===== src/hw/tsf_pkg.sv =====
/*
 * Constants shared by the timer status flag block: register byte offsets,
 * field positions, reset values and mode encodings.
 * Assumes a 32-bit Avalon-MM register bus with byte addresses.
 */
package tsf_pkg;

    // ****************************************************************
    // Register byte offsets
    // ****************************************************************
    localparam logic [7:0] OFF_CONTROL   = 8'h00;
    localparam logic [7:0] OFF_SLAVE     = 8'h08;
    localparam logic [7:0] OFF_IRQ_MASK  = 8'h0c;
    localparam logic [7:0] OFF_STATUS    = 8'h10;
    localparam logic [7:0] OFF_EVGEN     = 8'h14;
    localparam logic [7:0] OFF_CH_CFG    = 8'h20;
    localparam logic [7:0] OFF_CH_VALUE0 = 8'h34;
    localparam logic [7:0] OFF_CH_STEP   = 8'h04;

    // ****************************************************************
    // Field positions
    // ****************************************************************
    localparam int BIT_UPDATE_INHIBIT = 1;
    localparam int BIT_UPDATE_SOURCE  = 2;
    localparam int BIT_UPDATE_FLAG    = 0;
    localparam int BIT_CH_EVENT_LO    = 1;
    localparam int BIT_TRIGGER_FLAG   = 6;
    localparam int BIT_CH_OVERRUN_LO  = 9;
    localparam int BIT_GEN_TRIGGER    = 6;
    localparam int BIT_CFG_POLARITY   = 4;
    localparam int SLAVE_MODE_LSB     = 0;

    // Status bits that exist; reserved positions read zero.
    localparam logic [31:0] STATUS_IMPL  = 32'h0000_1e5f;
    localparam logic [31:0] RESET_ZERO   = 32'h0000_0000;
    localparam logic [15:0] VALUE_RESET  = 16'h0000;

    // ****************************************************************
    // Slave modes and centre-aligned selections
    // ****************************************************************
    localparam logic [1:0] SLAVE_OFF   = 2'h0;
    localparam logic [1:0] SLAVE_RESET = 2'h1;
    localparam logic [1:0] SLAVE_GATED = 2'h2;
    localparam logic [1:0] SLAVE_TRIG  = 2'h3;

    localparam logic [1:0] ALIGN_EDGE  = 2'h0;
    localparam logic [1:0] ALIGN_DOWN  = 2'h1;
    localparam logic [1:0] ALIGN_UP    = 2'h2;
    localparam logic [1:0] ALIGN_BOTH  = 2'h3;

endpackage


===== src/hw/tsf_status_flags.sv =====
/*
 * Timer status flags: update, trigger, per-channel event and overrun
 * flags, the conditions that set them, the channel value registers and
 * an Avalon-MM slave with waitrequest.
 * Assumes the counter, prescaler and direction logic sit outside on the
 * same clock; trigger and channel inputs are asynchronous pins.
 */
// The implementer's own choices: the Avalon-MM register port and the register offsets.
`timescale 1ns/1ps
`default_nettype none

module tsf_status_flags #(
    parameter int CHANNELS  = 4,
    parameter int CNT_WIDTH = 16
) (
    input  wire logic                 clk,
    input  wire logic                 reset_n,
    input  wire logic [7:0]           avs_address,
    input  wire logic                 avs_read,
    input  wire logic                 avs_write,
    input  wire logic [31:0]          avs_writedata,
    input  wire logic [3:0]           avs_byteenable,
    output logic      [31:0]          avs_readdata,
    output logic                      avs_waitrequest,
    input  wire logic [CNT_WIDTH-1:0] counter_value,
    input  wire logic                 counter_wrap,
    input  wire logic                 count_down,
    input  wire logic [1:0]           center_align_select,
    input  wire logic                 slave_trigger_input,
    input  wire logic [CHANNELS-1:0]  ch_input_signal,
    output logic                      counter_reinit,
    output logic                      gate_open,
    output logic                      irq
);

    // ****************************************************************
    // Parameter checks
    // ****************************************************************
    initial begin
        if (CHANNELS != 4) begin
            $error("tsf_status_flags supports exactly four channels");
        end
        if (CNT_WIDTH < 1 || CNT_WIDTH > 32) begin
            $error("tsf_status_flags counter width must be 1 to 32");
        end
    end

    // ****************************************************************
    // Bus handshake
    // ****************************************************************
    // Every access waits one cycle so read data come from a flip-flop.
    logic        ack_q;
    logic        ack_d;
    logic [31:0] rdata_q;
    logic [31:0] rdata_d;
    wire         bus_req  = avs_read | avs_write;
    wire         wr_acc   = avs_write & ack_q;
    wire         rd_acc   = avs_read & ack_q;
    wire  [31:0] be_mask  = {{8{avs_byteenable[3]}}, {8{avs_byteenable[2]}},
                             {8{avs_byteenable[1]}}, {8{avs_byteenable[0]}}};

    assign ack_d           = bus_req & ~ack_q;
    assign avs_waitrequest = bus_req & ~ack_q;
    assign avs_readdata    = rdata_q;

    // ****************************************************************
    // Address decode
    // ****************************************************************
    wire sel_control = (avs_address == tsf_pkg::OFF_CONTROL);
    wire sel_slave   = (avs_address == tsf_pkg::OFF_SLAVE);
    wire sel_mask    = (avs_address == tsf_pkg::OFF_IRQ_MASK);
    wire sel_status  = (avs_address == tsf_pkg::OFF_STATUS);
    wire sel_evgen   = (avs_address == tsf_pkg::OFF_EVGEN);
    wire sel_cfg     = (avs_address == tsf_pkg::OFF_CH_CFG);

    logic [CHANNELS-1:0] sel_value;

    // ****************************************************************
    // Software registers
    // ****************************************************************
    logic [31:0] control_q;
    logic [31:0] control_d;
    logic [31:0] slave_q;
    logic [31:0] slave_d;
    logic [31:0] mask_q;
    logic [31:0] mask_d;
    logic [31:0] cfg_q;
    logic [31:0] cfg_d;
    logic [31:0] status_q;
    logic [31:0] status_d;

    wire [31:0] wr_merge_control = (control_q & ~be_mask) | (avs_writedata & be_mask);
    wire [31:0] wr_merge_slave   = (slave_q & ~be_mask) | (avs_writedata & be_mask);
    wire [31:0] wr_merge_mask    = (mask_q & ~be_mask) | (avs_writedata & be_mask);
    wire [31:0] wr_merge_cfg     = (cfg_q & ~be_mask) | (avs_writedata & be_mask);

    assign control_d = (wr_acc & sel_control) ? wr_merge_control : control_q;
    assign slave_d   = (wr_acc & sel_slave) ? wr_merge_slave : slave_q;
    assign mask_d    = (wr_acc & sel_mask) ? (wr_merge_mask & tsf_pkg::STATUS_IMPL) : mask_q;
    assign cfg_d     = (wr_acc & sel_cfg) ? wr_merge_cfg : cfg_q;

    wire       update_inhibit       = control_q[tsf_pkg::BIT_UPDATE_INHIBIT];
    wire       update_source_select = control_q[tsf_pkg::BIT_UPDATE_SOURCE];
    wire [1:0] slave_mode           = slave_q[tsf_pkg::SLAVE_MODE_LSB +: 2];
    wire [CHANNELS-1:0] ch_is_input = cfg_q[CHANNELS-1:0];
    wire [CHANNELS-1:0] ch_falling  = cfg_q[tsf_pkg::BIT_CFG_POLARITY +: CHANNELS];

    // Event generation bits are pulses; the register itself stores nothing.
    wire evgen_acc              = wr_acc & sel_evgen;
    wire software_update_request = evgen_acc & avs_writedata[tsf_pkg::BIT_UPDATE_FLAG]
                                   & avs_byteenable[0];
    wire gen_trigger            = evgen_acc & avs_writedata[tsf_pkg::BIT_GEN_TRIGGER]
                                   & avs_byteenable[0];
    wire [CHANNELS-1:0] gen_ch  = {CHANNELS{evgen_acc & avs_byteenable[0]}}
                                   & avs_writedata[tsf_pkg::BIT_CH_EVENT_LO +: CHANNELS];

    // Bits that a status write clears: zero written in an enabled lane.
    wire status_wr = wr_acc & sel_status;
    wire [31:0] status_clr = {32{status_wr}} & be_mask & ~avs_writedata;

    // ****************************************************************
    // Pin synchronisers and edge detection
    // ****************************************************************
    logic                trig_s1_q;
    logic                trig_s2_q;
    logic                trig_prev_q;
    logic [CHANNELS-1:0] ch_s1_q;
    logic [CHANNELS-1:0] ch_s2_q;
    logic [CHANNELS-1:0] ch_prev_q;
    logic [CNT_WIDTH-1:0] cnt_prev_q;

    wire trig_rise = trig_s2_q & ~trig_prev_q;
    wire trig_fall = ~trig_s2_q & trig_prev_q;
    wire [CHANNELS-1:0] ch_rise = ch_s2_q & ~ch_prev_q;
    wire [CHANNELS-1:0] ch_fall = ~ch_s2_q & ch_prev_q;
    wire [CHANNELS-1:0] ch_edge = (ch_rise & ~ch_falling) | (ch_fall & ch_falling);
    wire cnt_moved = (counter_value != cnt_prev_q);

    // ****************************************************************
    // Trigger and update events
    // ****************************************************************
    wire slave_on    = (slave_mode != tsf_pkg::SLAVE_OFF);
    wire mode_gated  = (slave_mode == tsf_pkg::SLAVE_GATED);
    wire mode_reset  = (slave_mode == tsf_pkg::SLAVE_RESET);
    wire trig_edge_event  = slave_on & ~mode_gated & trig_rise;
    wire trig_gate_event  = mode_gated & (trig_rise | trig_fall);
    wire trigger_reinit   = mode_reset & trig_rise;
    wire set_trigger      = trig_edge_event | trig_gate_event | gen_trigger;
    wire update_allowed   = ~update_source_select & ~update_inhibit;
    wire set_update = (counter_wrap & ~update_inhibit)
                    | (software_update_request & update_allowed)
                    | (trigger_reinit & update_allowed);

    assign gate_open      = mode_gated & trig_s2_q;
    assign counter_reinit = software_update_request | trigger_reinit;

    // In centre-aligned counting a match only counts in the chosen direction.
    wire match_dir_ok = (center_align_select == tsf_pkg::ALIGN_EDGE)
                      | (center_align_select == tsf_pkg::ALIGN_BOTH)
                      | ((center_align_select == tsf_pkg::ALIGN_DOWN) & count_down)
                      | ((center_align_select == tsf_pkg::ALIGN_UP) & ~count_down);

    // ****************************************************************
    // Channels
    // ****************************************************************
    logic [CNT_WIDTH-1:0] ch_value_q [CHANNELS];
    logic [CHANNELS-1:0]  ch_event_q;
    logic [CHANNELS-1:0]  ch_overrun_q;
    logic [CHANNELS-1:0]  ch_event_d;
    logic [CHANNELS-1:0]  ch_overrun_d;
    logic [CHANNELS-1:0]  ch_capture;
    logic [CHANNELS-1:0]  ch_match;
    logic [31:0]          value_rd [CHANNELS];

    genvar gi;
    generate
        for (gi = 0; gi < CHANNELS; gi = gi + 1) begin : g_ch
            localparam int EV = tsf_pkg::BIT_CH_EVENT_LO + gi;
            localparam int OV = tsf_pkg::BIT_CH_OVERRUN_LO + gi;
            localparam logic [7:0] OFFS = 8'(tsf_pkg::OFF_CH_VALUE0
                                             + 8'(gi) * tsf_pkg::OFF_CH_STEP);
            wire in_mode  = ch_is_input[gi];
            wire rd_clear = rd_acc & sel_value[gi] & in_mode;
            wire set_ev;
            wire set_ov;

            assign sel_value[gi]  = (avs_address == OFFS);
            assign ch_capture[gi] = in_mode & (ch_edge[gi] | gen_ch[gi]);
            assign ch_match[gi]   = ~in_mode & ((cnt_moved & match_dir_ok
                                    & (counter_value == ch_value_q[gi]))
                                    | gen_ch[gi]);
            assign set_ev = ch_capture[gi] | ch_match[gi];
            assign set_ov = ch_capture[gi] & ch_event_q[gi];
            assign ch_event_d[gi]   = set_ev
                                    | (ch_event_q[gi] & ~status_clr[EV] & ~rd_clear);
            assign ch_overrun_d[gi] = set_ov | (ch_overrun_q[gi] & ~status_clr[OV]);
            assign value_rd[gi] = 32'(ch_value_q[gi]);

            always_ff @(posedge clk) begin
                if (!reset_n) begin
                    ch_value_q[gi] <= tsf_pkg::VALUE_RESET[CNT_WIDTH-1:0];
                end else if (ch_capture[gi]) begin
                    ch_value_q[gi] <= counter_value;
                end else if (wr_acc & sel_value[gi] & ~in_mode) begin
                    // A captured value is read-only; writes only load a compare value.
                    ch_value_q[gi] <= avs_writedata[CNT_WIDTH-1:0];
                end
            end
        end
    endgenerate

    // ****************************************************************
    // Status register
    // ****************************************************************
    logic update_flag_d;
    logic trigger_flag_d;

    assign update_flag_d  = set_update
                          | (status_q[tsf_pkg::BIT_UPDATE_FLAG]
                             & ~status_clr[tsf_pkg::BIT_UPDATE_FLAG]);
    assign trigger_flag_d = set_trigger
                          | (status_q[tsf_pkg::BIT_TRIGGER_FLAG]
                             & ~status_clr[tsf_pkg::BIT_TRIGGER_FLAG]);

    always_comb begin
        status_d = tsf_pkg::RESET_ZERO;
        status_d[tsf_pkg::BIT_UPDATE_FLAG]                  = update_flag_d;
        status_d[tsf_pkg::BIT_CH_EVENT_LO +: CHANNELS]      = ch_event_d;
        status_d[tsf_pkg::BIT_TRIGGER_FLAG]                 = trigger_flag_d;
        status_d[tsf_pkg::BIT_CH_OVERRUN_LO +: CHANNELS]    = ch_overrun_d;
    end

    assign ch_event_q   = status_q[tsf_pkg::BIT_CH_EVENT_LO +: CHANNELS];
    assign ch_overrun_q = status_q[tsf_pkg::BIT_CH_OVERRUN_LO +: CHANNELS];
    assign irq = |(status_q & mask_q);

    // ****************************************************************
    // Read multiplexer
    // ****************************************************************
    always_comb begin
        rdata_d = tsf_pkg::RESET_ZERO;
        if (sel_control) begin
            rdata_d = control_q;
        end else if (sel_slave) begin
            rdata_d = slave_q;
        end else if (sel_mask) begin
            rdata_d = mask_q;
        end else if (sel_status) begin
            rdata_d = status_q & tsf_pkg::STATUS_IMPL;
        end else if (sel_cfg) begin
            rdata_d = cfg_q;
        end else begin
            for (int i = 0; i < CHANNELS; i++) begin
                if (sel_value[i]) begin
                    rdata_d = value_rd[i];
                end
            end
        end
    end

    // ****************************************************************
    // State
    // ****************************************************************
    always_ff @(posedge clk) begin
        if (!reset_n) begin
            ack_q     <= 1'b0;
            rdata_q   <= tsf_pkg::RESET_ZERO;
            control_q <= tsf_pkg::RESET_ZERO;
            slave_q   <= tsf_pkg::RESET_ZERO;
            mask_q    <= tsf_pkg::RESET_ZERO;
            cfg_q     <= tsf_pkg::RESET_ZERO;
            status_q  <= tsf_pkg::RESET_ZERO;
        end else begin
            ack_q     <= ack_d;
            rdata_q   <= (avs_read & ~ack_q) ? rdata_d : rdata_q;
            control_q <= control_d;
            slave_q   <= slave_d;
            mask_q    <= mask_d;
            cfg_q     <= cfg_d;
            status_q  <= status_d;
        end
    end

    // The first stage feeds only the second; edges are taken after it.
    always_ff @(posedge clk) begin
        if (!reset_n) begin
            trig_s1_q   <= 1'b0;
            trig_s2_q   <= 1'b0;
            trig_prev_q <= 1'b0;
            ch_s1_q     <= '0;
            ch_s2_q     <= '0;
            ch_prev_q   <= '0;
            cnt_prev_q  <= '0;
        end else begin
            trig_s1_q   <= slave_trigger_input;
            trig_s2_q   <= trig_s1_q;
            trig_prev_q <= trig_s2_q;
            ch_s1_q     <= ch_input_signal;
            ch_s2_q     <= ch_s1_q;
            ch_prev_q   <= ch_s2_q;
            cnt_prev_q  <= counter_value;
        end
    end

endmodule

`default_nettype wire


===== config.mk =====
export PLATFORM = sky130hd
export DESIGN_NAME = tsf_status_flags
export DESIGN_NICKNAME = d
export VERILOG_FILES = /design/src/hw/tsf_pkg.sv /design/src/hw/tsf_status_flags.sv
export SDC_FILE = /design/constraint.sdc
export NUM_CORES = 1
export LEC_CHECK = 0
export ABC_AREA = 1
export BUFFER_PORTS_ARGS = -buffer_cell sky130_fd_sc_hd__buf_4
export CAP_MARGIN = 20
export CORE_MARGIN = 2
export CORE_UTILIZATION = 42
export CTS_CLUSTER_SIZE = 25
export DETAILED_ROUTE_END_ITERATION = 10
export SLEW_MARGIN = 0
export SYNTH_ARGS = -nofsm -noshare
export SYNTH_HDL_FRONTEND = slang
export SYNTH_SLANG_ARGS = --single-unit
export TNS_END_PERCENT = 30

===== constraint.sdc =====
create_clock -name clk -period 3.2 [get_ports clk]
set_input_delay 0.32 -clock clk [delete_from_list [all_inputs] [get_ports clk]]
set_output_delay 0.32 -clock clk [all_outputs]
set_load 0.05 [all_outputs]

---- After elaboration in Yosys (flattened, before gate mapping) ----
Memories as Yosys holds them, arrays and structs flattened.
Cells that the tools add are included.
W data, S select, Z words.
operators by class
  eq/ne operators ......................... 19
  mux-type cells .......................... 46
  bitwise operators ....................... 163
  reduce and logical (&&, ||, !) cells .... 4
operators by type and width
  kind                  count
  $mux W32              8
  $mux W16              9
  $and A32 B32 Y32      4
  $or A32 B32 Y32       3
  $and A1 B1 Y1         75
  $eq A16 B16 Y1        4
  $or A1 B1 Y1          40
  $and A13 B13 Y13      3
  $and A32 B13 Y32      1
  $eq A8 B6 Y1 const B  4
  $not A32 Y32          1
  $reduce_or A32 Y1     1
  $mux W1               29
  $not A1 Y1            25
  $and A4 B4 Y4         5
  $eq A8 B4 Y1 const B  2
  $eq A8 B5 Y1 const B  2
  $ne A16 B16 Y1        1
  $not A13 Y13          1
  $or A13 B13 Y13       1
  $not A4 Y4            3
  $eq A8 B7 Y1 const B  1
  $logic_not A8 Y1      1
  $eq A2 B2 Y1 const B  3
  other kinds (4)       5
storage, ports and cells
  register bits after elaboration ......... 202
  memory bits (writable) .................. 64
  bits of input ports ..................... 73
  output and inout bits ................... 36
  word-level logic and storage cells ...... 248
  memories ................................ 1
memory list
  memory      words  bits a word  read ports  clocked after Yosys merged registers in  write ports  line                     RTL
  ch_value_q  4      16           4           0                                        4            tsf_status_flags.sv:166  logic [CNT_WIDTH-1:0] ch_value_q [CHANNELS];

---- Depth between registers and ports, before layout ----
Gate-level depths: netlist of the first run.
  depth in word-level cells ............... 11
  depth in mapped cells ................... 12
  depth with buffers taken out ............ 11

---- Worst setup path before layout of the first run ----
OpenSTA, ideal clock, no wires.
  kind .................................... input-to-reg
  start point ............................. input avs_address[1]
  end point ............................... memory ch_value_q[0][0], enable pin
  library setup time ...................... 375 ps
  data arrival time ....................... 1800 ps
  required time ........................... 2825 ps
  setup slack ............................. 1025 ps
  stages on the path ...................... 6
  buffers on the path ..................... 1
  cell sequence ........................... nor2_1 > nand3_1 > nor2_2 > nand4_1 > clkbuf_1 > nand3_1
RTL lines
  what             line                     RTL
  start, declared  tsf_status_flags.sv:18   input wire logic [7:0] avs_address,
  end, declared    tsf_status_flags.sv:166

---- Worst setup path in the final report of the first run ----
  start point ............................. register ack_q
  end point ............................... output counter_reinit
between the ends
  word-level cells in the longest chain between the ends .. 5
RTL lines
  what                    line                     RTL
  start, declared         tsf_status_flags.sv:52   logic ack_q;
  start signal, assigned  tsf_status_flags.sv:274  ack_q <= ack_d;
  $and A1 B1 Y1           tsf_status_flags.sv:57   wire wr_acc = avs_write & ack_q;
  $and A1 B1 Y1           tsf_status_flags.sv:109  wire evgen_acc = wr_acc & sel_evgen;
  $and A1 B1 Y1           tsf_status_flags.sv:110  wire software_update_request = evgen_acc & avs_writedata[tsf_pkg::BIT_UPDATE_FLAG]
  $and A1 B1 Y1           tsf_status_flags.sv:111  & avs_byteenable[0];
  $or A1 B1 Y1            tsf_status_flags.sv:155  assign counter_reinit = software_update_request | trigger_reinit;
  end, declared           tsf_status_flags.sv:31   output logic counter_reinit,
No other way between the ends.

==> results of run 1 <==
==> where the power goes <==
| part | total, uW | switching, uW | internal, uW | leakage (uW) |
|---|---|---|---|---|
| Combinational | 580 | 384 | 196 | 0.00290 |
| Sequential | 3260 | 38.0 | 3220 | 0.00212 |
| Clock | 3050 | 1280 | 1770 | 0.000436 |
| Total | 6890 | 1710 | 5190 | 0.00546 |
==> synth_stat cells (4+ instances only) <==
cell,instances,area [um^2]
nand2_1,346,1300
a211oi_1,6,45.0
o21ai_0,74,370
buf_2,28,140
o22ai_1,57,357
edfxtp_1,64,1920
nand4_1,20,125
nor2_1,72,270
dfxtp_1,180,3600
xnor2_1,55,482
o21ai_2,9,78.8
nor2_2,4,25.0
nand3_1,143,716
a31oi_1,16,100
nand2_2,7,43.8
nor3_1,5,25.0
a21oi_1,168,841
inv_1,119,447
o21ai_1,5,25.0
xor2_1,6,52.6
inv_2,7,26.3
clkbuf_1,47,176
nand3_2,10,100
or2_2,10,62.6
==> cell families after synthesis <==
logic type,Yosys count,share of synthesized area
buffers and inverters,212,0.0750
AO/OA/AOI/OAI,344,0.162
flip-flops,244,0.472
adder cells (fa/ha/maj),3,0.00321
XOR/XNOR,61,0.0456
AND/OR/NAND/NOR,632,0.243
==> final cells by class <==
class / instances / share of cell area
repair buffers: 144 / 0.0795
well taps: 378 / 0.0344
clock inverters: 10 / 0.00664
clock buffers: 37 / 0.0562
diodes: 1 / 0.000182
inverters: 128 / 0.0349
multi-input cells: 1040 / 0.386
flip-flops and latches: 244 / 0.402
==> path summary, 6_finish.rpt <==
check        cells past startpoint               from                end  slack (ns)
min reg2reg                      2          trig_s1_q          trig_s2_q        0.41
max reg2reg                      9              ack_q  ch_value_q[1][15]        0.98
min                              3  avs_writedata[20]               flop        0.06
max                              7              ack_q     counter_reinit        0.71
==> metal layers <==
layer,GRT usage,up-vias,wire length [um]
met5,0,-,0
met4,0.0733,0,875
met3,0.0301,60,2330
met2,0.400,351,16600
met1,0.347,5008,16400
li1,-,5244,-
==> tightest hold or removal path: cells and delay by family <==
family | cells | cell delay (ns)
AOI/OAI and AO/OA | 1 | 0.06
buffers and inverters | 1 | 0.12
and+or+nand+nor | 1 | 0.07
==> layout by cell type (no fill, tap or decap), drive strengths merged <==
| cell | count |
|---|---|
| nand2 | 355 |
| dfxtp | 180 |
| a21oi | 168 |
| nand3 | 153 |
| buf | 139 |
| inv | 128 |
| o21ai | 88 |
| nor2 | 80 |
| edfxtp | 64 |
| o22ai | 57 |
| xnor2 | 55 |
| clkbuf | 37 |
| nand4 | 22 |
| a31oi | 16 |
| or2 | 10 |
| clkinv | 9 |
| nor3 | 7 |
| xor2 | 6 |
| a211oi | 6 |
| dlygate4sd3 | 5 |
| o211ai | 4 |
| nand3b | 4 |
| ha | 3 |
| a22o | 2 |
| a221oi | 2 |
| diode | 1 |
| a41oi | 1 |
| and3 | 1 |
| bufinv | 1 |
==> timing repair <==
item                       CTS  global route
hold buffers                 5             0
setup endpoints to repair    0             0
gates resized for setup      0             0
hold endpoints to repair     5             0
==> through the flow <==
stage	hold slack [ns]	cell area, um^2	instances	total power (uW)	util
2_1_floorplan	0.390	11700	1496	3670	-
3_3_place_gp	0.392	12800	1929	3900	0.465
3_5_place_dp	0.399	12800	1929	3900	0.465
4_1_cts	0.0408	13800	1981	6940	0.498
5_1_grt	0.0517	13800	1982	7120	0.498
6_report	0.0592	13800	1982	6890	0.498
==> flow_metrics.py, run 1 <==
metrics = {
    "synthesis": {
        "synth_edf_count": 64,
        "ys_warn_count": 0,
        "ys_seq_area_frac": 0.472,
        "synth_flop_cell": "dfxtp_1",
        "async_reset_ff_frac": 0,
        "avgSynthCellArea_um2": 7.83,
        "ys_ff_latch": 244,
        "synth_cell_types": 44,
        "syn_area_um2": 11700,
        "synth_cells": 1496,
        "syn_nets": 1572,
    },
    "clock_tree": {
        "post_cts_buffers": 0,
        "cts_tree": "built",
        "clock_sinks": 244,
        "clkSlewWorstSetupHoldPaths_ns": 0.06,
        "h-tree-depth": 1,
        "cts_buffer_depth": 3,
        "root_buffer": "clkbuf_16",
        "clock_latency_ns": 0.56,
        "cts-buffers-inserted": 27,
    },
    "cells_and_area": {
        "drive_gt1_frac": 0.151,
        "nets": 1661,
        "multi_input_area_um2": 5320,
        "syn2layout_area_growth_pct": 17.4,
        "ff_latch_area_um2": 5530,
        "n_fill_cell": 2777,
    },
    "placed_design": {
        "preCtsSetupSlack_ns": 0.478,
        "gp_congestion": 0.890,
        "detailed_place_hpwl_mm": 25.0,
        "port_buffers": 108,
    },
    "drt": {
        "drt_iter0_markers": 974,
        "final_antenna_net_count": 0,
        "wl_per_cell_um": 18.2,
        "vias": 10700,
        "vias_per_cell": 5.38,
        "drc": 0,
        "wl_mm": 36.1,
        "dr.pass1.iters": 5,
    },
    "floorplanning": {
        "die_area_um2": 29200,
        "coreArea_um2": 27600,
        "start_util": 0.424,
        "chipWidth_um": 171,
        "rows": 61,
        "io_pins": 109,
        "die_h_um": 171,
    },
    "sta": {
        "fin_ws_ns": 0.706,
        "tns_ns": 0,
        "relSlewSlack": 0.403,
        "worst_pin_slew_ns": 0.894,
        "finalSetupViolCount": 0,
        "period_share": 0.779,
        "hold_viol": 0,
        "grt_setup_unrepaired": "false",
        "drv_slew": 0,
        "clock_skew_ns": 0.0108,
        "max_clock_freq_mhz": 401,
        "period_minus_slack_ns": 2.49,
    },
    "global_route": {
        "grt-ovfl-total": 0,
        "grt_max_degree": 63,
        "antenna_found_initial": 1,
        "grt_util_all_layers": 0.247,
        "grt_pass1_vias": 10000,
        "grt_first_pass_wirelength_mm": 56.2,
    },
    "power": {
        "peakVddDrop_mv": 0.314,
        "power.density_nw_per_um2": 501,
        "power.leakage_uw": 0.00546,
    },
    "setup_path": {
        "path_cells": "nand2_4 -> nor2_4 -> inv_2 -> nor3_4 -> nand2_1 -> o21ai_0 -> buf_4",
        "cp_slowest_cell": "dfxtp_1",
        "cp.required_ns": 2.88,
        "path_class": "flop to primary output",
        "crit_buf_inv": 2,
        "path_max_fanout": 6,
        "cp-start-kind": "flop",
        "max_stage_delay_ns": 0.43,
        "arrival_ns": 2.17,
        "critPathCaptureType": "primary output",
        "critPathTopFamily": "simple AND/OR/NAND/NOR gates",
    },
    "hold_path": {
        "min_path_type": "input pin to flop",
    },
    "status": {
        "status": "finished, final reports clean",
    },
    "job": {
        "max_cap_violations": 0,
    },
}
Power figures use the tool's default switching activity.
==> inputs of run 2 (changes only) <==
Clock period 3.2 ns to 2 ns, I/O delays scaled along.
==> run 2 against run 1 <==
  * Cell count is 3.7% higher
  * Non-clock buffer count is 72 higher
  * Via count is 3.8% higher
  * Count of clock-buffer cells in the layout is 3 higher
  * Critical endpoint unchanged
  * Die area stayed put
  * Largest power group unchanged
  * Utilization is 3.0 points higher
  * Setup slack worse by 0.70 ns
  * Worst hold slack worse by 0.043 ns
  * Sequential power is 60% higher
==> flow_metrics.py, run 2 (same netlist as run 1, synthesis figures left out) <==
metrics = {
    "placed_design": {
        "placedCellCount": 1972,
        "gp_congestion": 0.925,
        "port_buffers": 108,
        "preCtsSetupSlack_ns": -0.108,
        "detailed_place_hpwl_mm": 26.7,
    },
    "drt": {
        "wl_per_cell_um": 18.3,
        "final_antenna_net_count": 0,
        "vias_per_cell": 5.38,
        "drt_iter0_markers": 951,
        "drc": 0,
        "dr.pass1.iters": 7,
        "wl_mm": 37.7,
        "vias": 11100,
    },
    "cells_and_area": {
        "diodes": 0,
        "layout_common_cells": "346 x nand2_1, 179 x dfxtp_1, 173 x buf_4",
        "syn2layout_area_growth_pct": 24.4,
        "nets": 1733,
        "drive_gt1_frac": 0.177,
        "n_fill_cell": 2636,
        "ff_latch_area_um2": 5530,
        "mostFrequentLayoutCell": "nand2_1",
        "multi_input_area_um2": 5340,
        "final_cells": 2056,
    },
    "hold_path": {
        "hp-start": "counter_value[6]",
        "min_delay_path_depth": 3,
        "min_path_type": "input pin to flop",
        "hold_end": "ch_value_q[2][6]",
    },
    "global_route": {
        "grt-ovfl-total": 0,
        "antenna_found_initial": 0,
        "grt_pass1_vias": 10300,
        "grt_max_degree": 50,
        "grt_util_all_layers": 0.257,
        "grt_first_pass_wirelength_mm": 58.0,
    },
    "floorplanning": {
        "coreArea_um2": 27600,
        "rows": 61,
        "die_area_um2": 29200,
        "start_util": 0.424,
        "die_h_um": 171,
        "io_pins": 109,
        "chipWidth_um": 171,
    },
    "setup_path": {
        "path_class": "flop to primary output",
        "arrival_ns": 1.79,
        "cp.required_ns": 1.80,
        "cp-start-kind": "flop",
        "r2r_cells": 11,
        "critPathCaptureType": "primary output",
        "rr_endpoint": "ch_value_q[3][4]",
        "path_max_fanout": 5,
        "rrSetupSlack_ns": 0.09,
        "r2r-start": "ack_q",
    },
    "clock_tree": {
        "cts-buffers-inserted": 27,
        "root_buffer": "clkbuf_16",
        "clkSlewWorstSetupHoldPaths_ns": 0.06,
        "clock_sinks": 244,
        "cts_buffer_depth": 3,
        "h-tree-depth": 1,
        "clock_latency_ns": 0.55,
        "cts_tree": "built",
    },
    "sta": {
        "relSlewSlack": 0.433,
        "grt_setup_unrepaired": "true",
        "fin_ws_ns": 0.00949,
        "worst_pin_slew_ns": 0.850,
        "period_share": 0.995,
        "drv_slew": 0,
        "hold_viol": 0,
        "finalSetupViolCount": 0,
        "max_clock_freq_mhz": 502,
        "period_minus_slack_ns": 1.99,
        "clock_skew_ns": 0.0275,
    },
    "power": {
        "power.density_nw_per_um2": 780,
        "finalPower_uw": 11400,
        "power.leakage_uw": 0.00588,
        "peakVddDrop_mv": 0.552,
    },
    "job": {
        "max_cap_violations": 0,
    },
    "status": {
        "status": "finished, final reports clean",
    },
}
[run 2: critical path: stages (launching register included)]
cell and delay, ns:
dfxtp_2 0.35, nand2_4 0.06, nor2_4 0.13, inv_4 0.08, nor3_4 0.18, buf_6 0.14
nand2_1 0.05, o21ai_2 0.08, buf_6 0.18
[run 2: repair_timing]
item / 4_1_cts / 5_1_grt
buffers inserted: 2 / 0
endpoints found under the setup margin: 1 / 4
gates resized for setup: 6 / 3
hold buffers: 32 / 0
hold endpoints to repair: 74 / 0
pin swaps: 1 / 0
[run 2: power by group]
part	switching, uW	internal (uW)	total (uW)
clock	2030	3080	5120
sequential	67.7	5160	5230
combinational	645	377	1020
total	2750	8620	11400
[run 2: how the worst max path moves through the flow]
stage	startpoint	to	slack, ns	cells after the start
5_1_grt	ack_q	counter_reinit	-0.05	8
2_1_floorplan	ack_q	ch_value_q[1][0]	-0.14	9
3_5_place_dp	avs_address[6]	ch_value_q[3][9]	-0.11	10
3_3_place_gp	avs_address[6]	ch_value_q[3][9]	-0.06	10
6_report	ack_q	counter_reinit	0.009	8
4_1_cts	ack_q	counter_reinit	0.0002	8
[run 2: layout make-up]
type	count	area share
inverter	128	0.0331
tap	378	0.0325
timing repair buffer	216	0.125
clock buffer	40	0.0561
multi-input combinational	1040	0.367
sequential	244	0.379
clock inverter	10	0.00738
[run 2: per-stage QoR]
step | cell area [um^2] | utilization | setup TNS (ns) | hold slack (ns)
after floorplan | 11700 | - | -2.91 | 0.298
after global placement | 13300 | 0.481 | -1.90 | 0.380
after detailed placement | 13300 | 0.481 | -2.74 | 0.384
after CTS | 14600 | 0.527 | 0 | 0.0118
after global routing | 14600 | 0.527 | -0.0612 | 0.0109
final | 14600 | 0.527 | 0 | 0.0158
[run 2: per-layer routing]
layer	track usage	vias to the layer above	wire length, um
li1	-	5382	-
met1	0.359	5154	16800
met2	0.416	467	17100
met3	0.0333	67	2760
met4	0.0777	0	1030
met5	0	-	0
==> inputs of run 3 (changes only) <==
Settings changed: CORE_MARGIN 2 to not set, CTS_CLUSTER_SIZE 25 to 10, GPL_TIMING_DRIVEN set to 0.
==> run 3 against run 2 <==
  * The flow now finishes with violations (negative hold slack, negative setup slack)
  * Critical path depth unchanged
  * First-iteration DRC count up 36%
  * Non-clock buffer count up 17
  * Utilization up 0.54 points
  * Critical path type unchanged
==> flow_metrics.py, run 3 (same netlist as run 1, synthesis figures left out) <==
metrics = {
    "sta": {
        "tns_ns": -1.61,
        "holdWs_ns": -0.00564,
        "period_share": 1.04,
        "fin_ws_ns": -0.0871,
        "clock_skew_ns": 0.0176,
        "finalSetupViolCount": 60,
        "hold_viol": 1,
        "grt_setup_unrepaired": "true",
        "period_minus_slack_ns": 2.09,
        "worst_pin_slew_ns": 0.971,
        "drv_slew": 0,
        "relSlewSlack": 0.350,
        "max_clock_freq_mhz": 479,
    },
    "clock_tree": {
        "cts_buffer_depth": 3,
        "clock_sinks": 244,
        "clock_latency_ns": 0.57,
        "root_buffer": "clkbuf_16",
        "h-tree-depth": 1,
        "cts-buffers-inserted": 29,
        "clkSlewWorstSetupHoldPaths_ns": 0.06,
        "cts_tree": "built",
    },
    "cells_and_area": {
        "fin_util": 0.533,
        "ff_latch_area_um2": 5530,
        "multi_input_area_um2": 5520,
        "postLayoutCellArea_um2": 14500,
        "syn2layout_area_growth_pct": 23.6,
        "drive_gt1_frac": 0.156,
        "n_fill_cell": 2657,
        "nets": 1755,
        "diodes": 0,
        "mostFrequentLayoutCell": "nand2_1",
        "layout_common_cells": "344 x nand2_1, 177 x dfxtp_1, 168 x a21oi_1",
    },
    "setup_path": {
        "crit_top_cell": "buf_6",
        "critPathTopFamily": "simple AND/OR/NAND/NOR gates",
        "cp.required_ns": 1.80,
        "path_class": "flop to primary output",
        "path_cells": "nand2_8 -> nor2_4 -> inv_4 -> nor3_4 -> buf_6 -> nand2_4 -> o21ai_4 -> buf_6",
        "critPathCaptureType": "primary output",
        "cp-start-kind": "flop",
        "crit_buf_inv": 3,
        "max_stage_delay_ns": 0.37,
        "crit_cells": 8,
        "arrival_ns": 1.89,
        "path_max_fanout": 4,
        "r2r_cells": 11,
        "cp_slowest_cell": "dfxtp_4",
    },
    "drt": {
        "vias": 11300,
        "final_antenna_net_count": 0,
        "drc": 0,
        "wl_per_cell_um": 19.5,
        "vias_per_cell": 5.49,
        "drt_iter0_markers": 1293,
        "dr.pass1.iters": 6,
        "wl_mm": 40.3,
    },
    "placed_design": {
        "preCtsSetupSlack_ns": -1.51,
        "gp_congestion": 0.952,
        "place_area_um2": 12900,
        "detailed_place_hpwl_mm": 28.6,
        "port_buffers": 91,
    },
    "power": {
        "power.leakage_uw": 0.00581,
        "finalPower_uw": 11000,
        "peakVddDrop_mv": 0.623,
        "power.density_nw_per_um2": 759,
    },
    "floorplanning": {
        "die_h_um": 169,
        "rows": 60,
        "io_pins": 109,
        "start_util": 0.431,
        "die_area_um2": 28600,
        "coreArea_um2": 27200,
        "chipWidth_um": 169,
    },
    "global_route": {
        "grt_max_degree": 17,
        "grt_first_pass_wirelength_mm": 60.8,
        "grt_pass1_vias": 10700,
        "grt_util_all_layers": 0.279,
        "antenna_found_initial": 0,
        "grt-ovfl-total": 0,
    },
    "hold_path": {
        "min_delay_path_depth": 3,
        "min_path_type": "input pin to flop",
    },
    "status": {
        "status": "finished with violations",
        "violations": "negative hold slack, negative setup slack",
    },
    "job": {
        "max_cap_violations": 0,
    },
}
-- run 3: cell count changes in the layout (fill, tap and decap cells not counted), sizes merged --
cell	delta
buf	-32
bufinv	-2
clkbuf	+46
clkinv	-6
dlygate4sd3	+3
inv	+1
nand3	+3
-- run 3: per-layer routing --
layer	track usage	wire length [um]
met1	0.390	17400
met2	0.436	17900
met3	0.0423	3640
met4	0.102	1330
met5	0	0
-- run 3: per-stage QoR --
stage,hold slack (ns),std cells
after floorplan,0.298,1496
after global routing,0.0361,2063
after CTS,0.00356,2050
final,-0.00564,2063
after detailed placement,0.386,1959
after global placement,0.379,1959
-- run 3: timing repair --
action                                 in CTS  in global routing
endpoints found under the hold margin      82                  0
hold buffers                               35                  0
pin swaps                                   6                  8
resized for setup                          32                 21
buffers inserted                           11                 11
setup endpoints to repair                 112                 87
cloned                                      2                  2
-- run 3: worst register-to-register path: stages (launching register included) --
cell      delay [ns]
dfxtp_4         0.37
nand2_8         0.06
nor2_4          0.11
inv_4           0.05
nor3_4          0.27
buf_4           0.17
buf_6           0.09
nand2_4         0.04
nand3b_1        0.15
nand2_4         0.10
buf_12          0.17
nand3_4         0.16
-- run 3: path summary, 6_finish.rpt --
path | from | end | slack [ns]
max | ack_q | counter_reinit | -0.09
min | avs_write | ack_q | -0.006
max reg2reg | ack_q | ch_value_q[3][15] | -0.06
min reg2reg | ch_s1_q[2] | ch_s2_q[2] | 0.41
-- run 3: cell type report --
type                    instances  area share
well taps                     372      0.0321
inverters                     128      0.0334
flip-flops and latches        244       0.382
clock buffers                  40      0.0537
multi-input cells            1043       0.381
repair buffers                149      0.0869
clock inverters                 3     0.00216
plain buffers                  84      0.0286
-- run 3: power breakdown --
group          total [uW]  internal (uW)  leakage (uW)  switching [uW]
registers            5230           5160       0.00212            65.5
logic                1030            356       0.00329             672
clock network        4740           2670      0.000395            2070
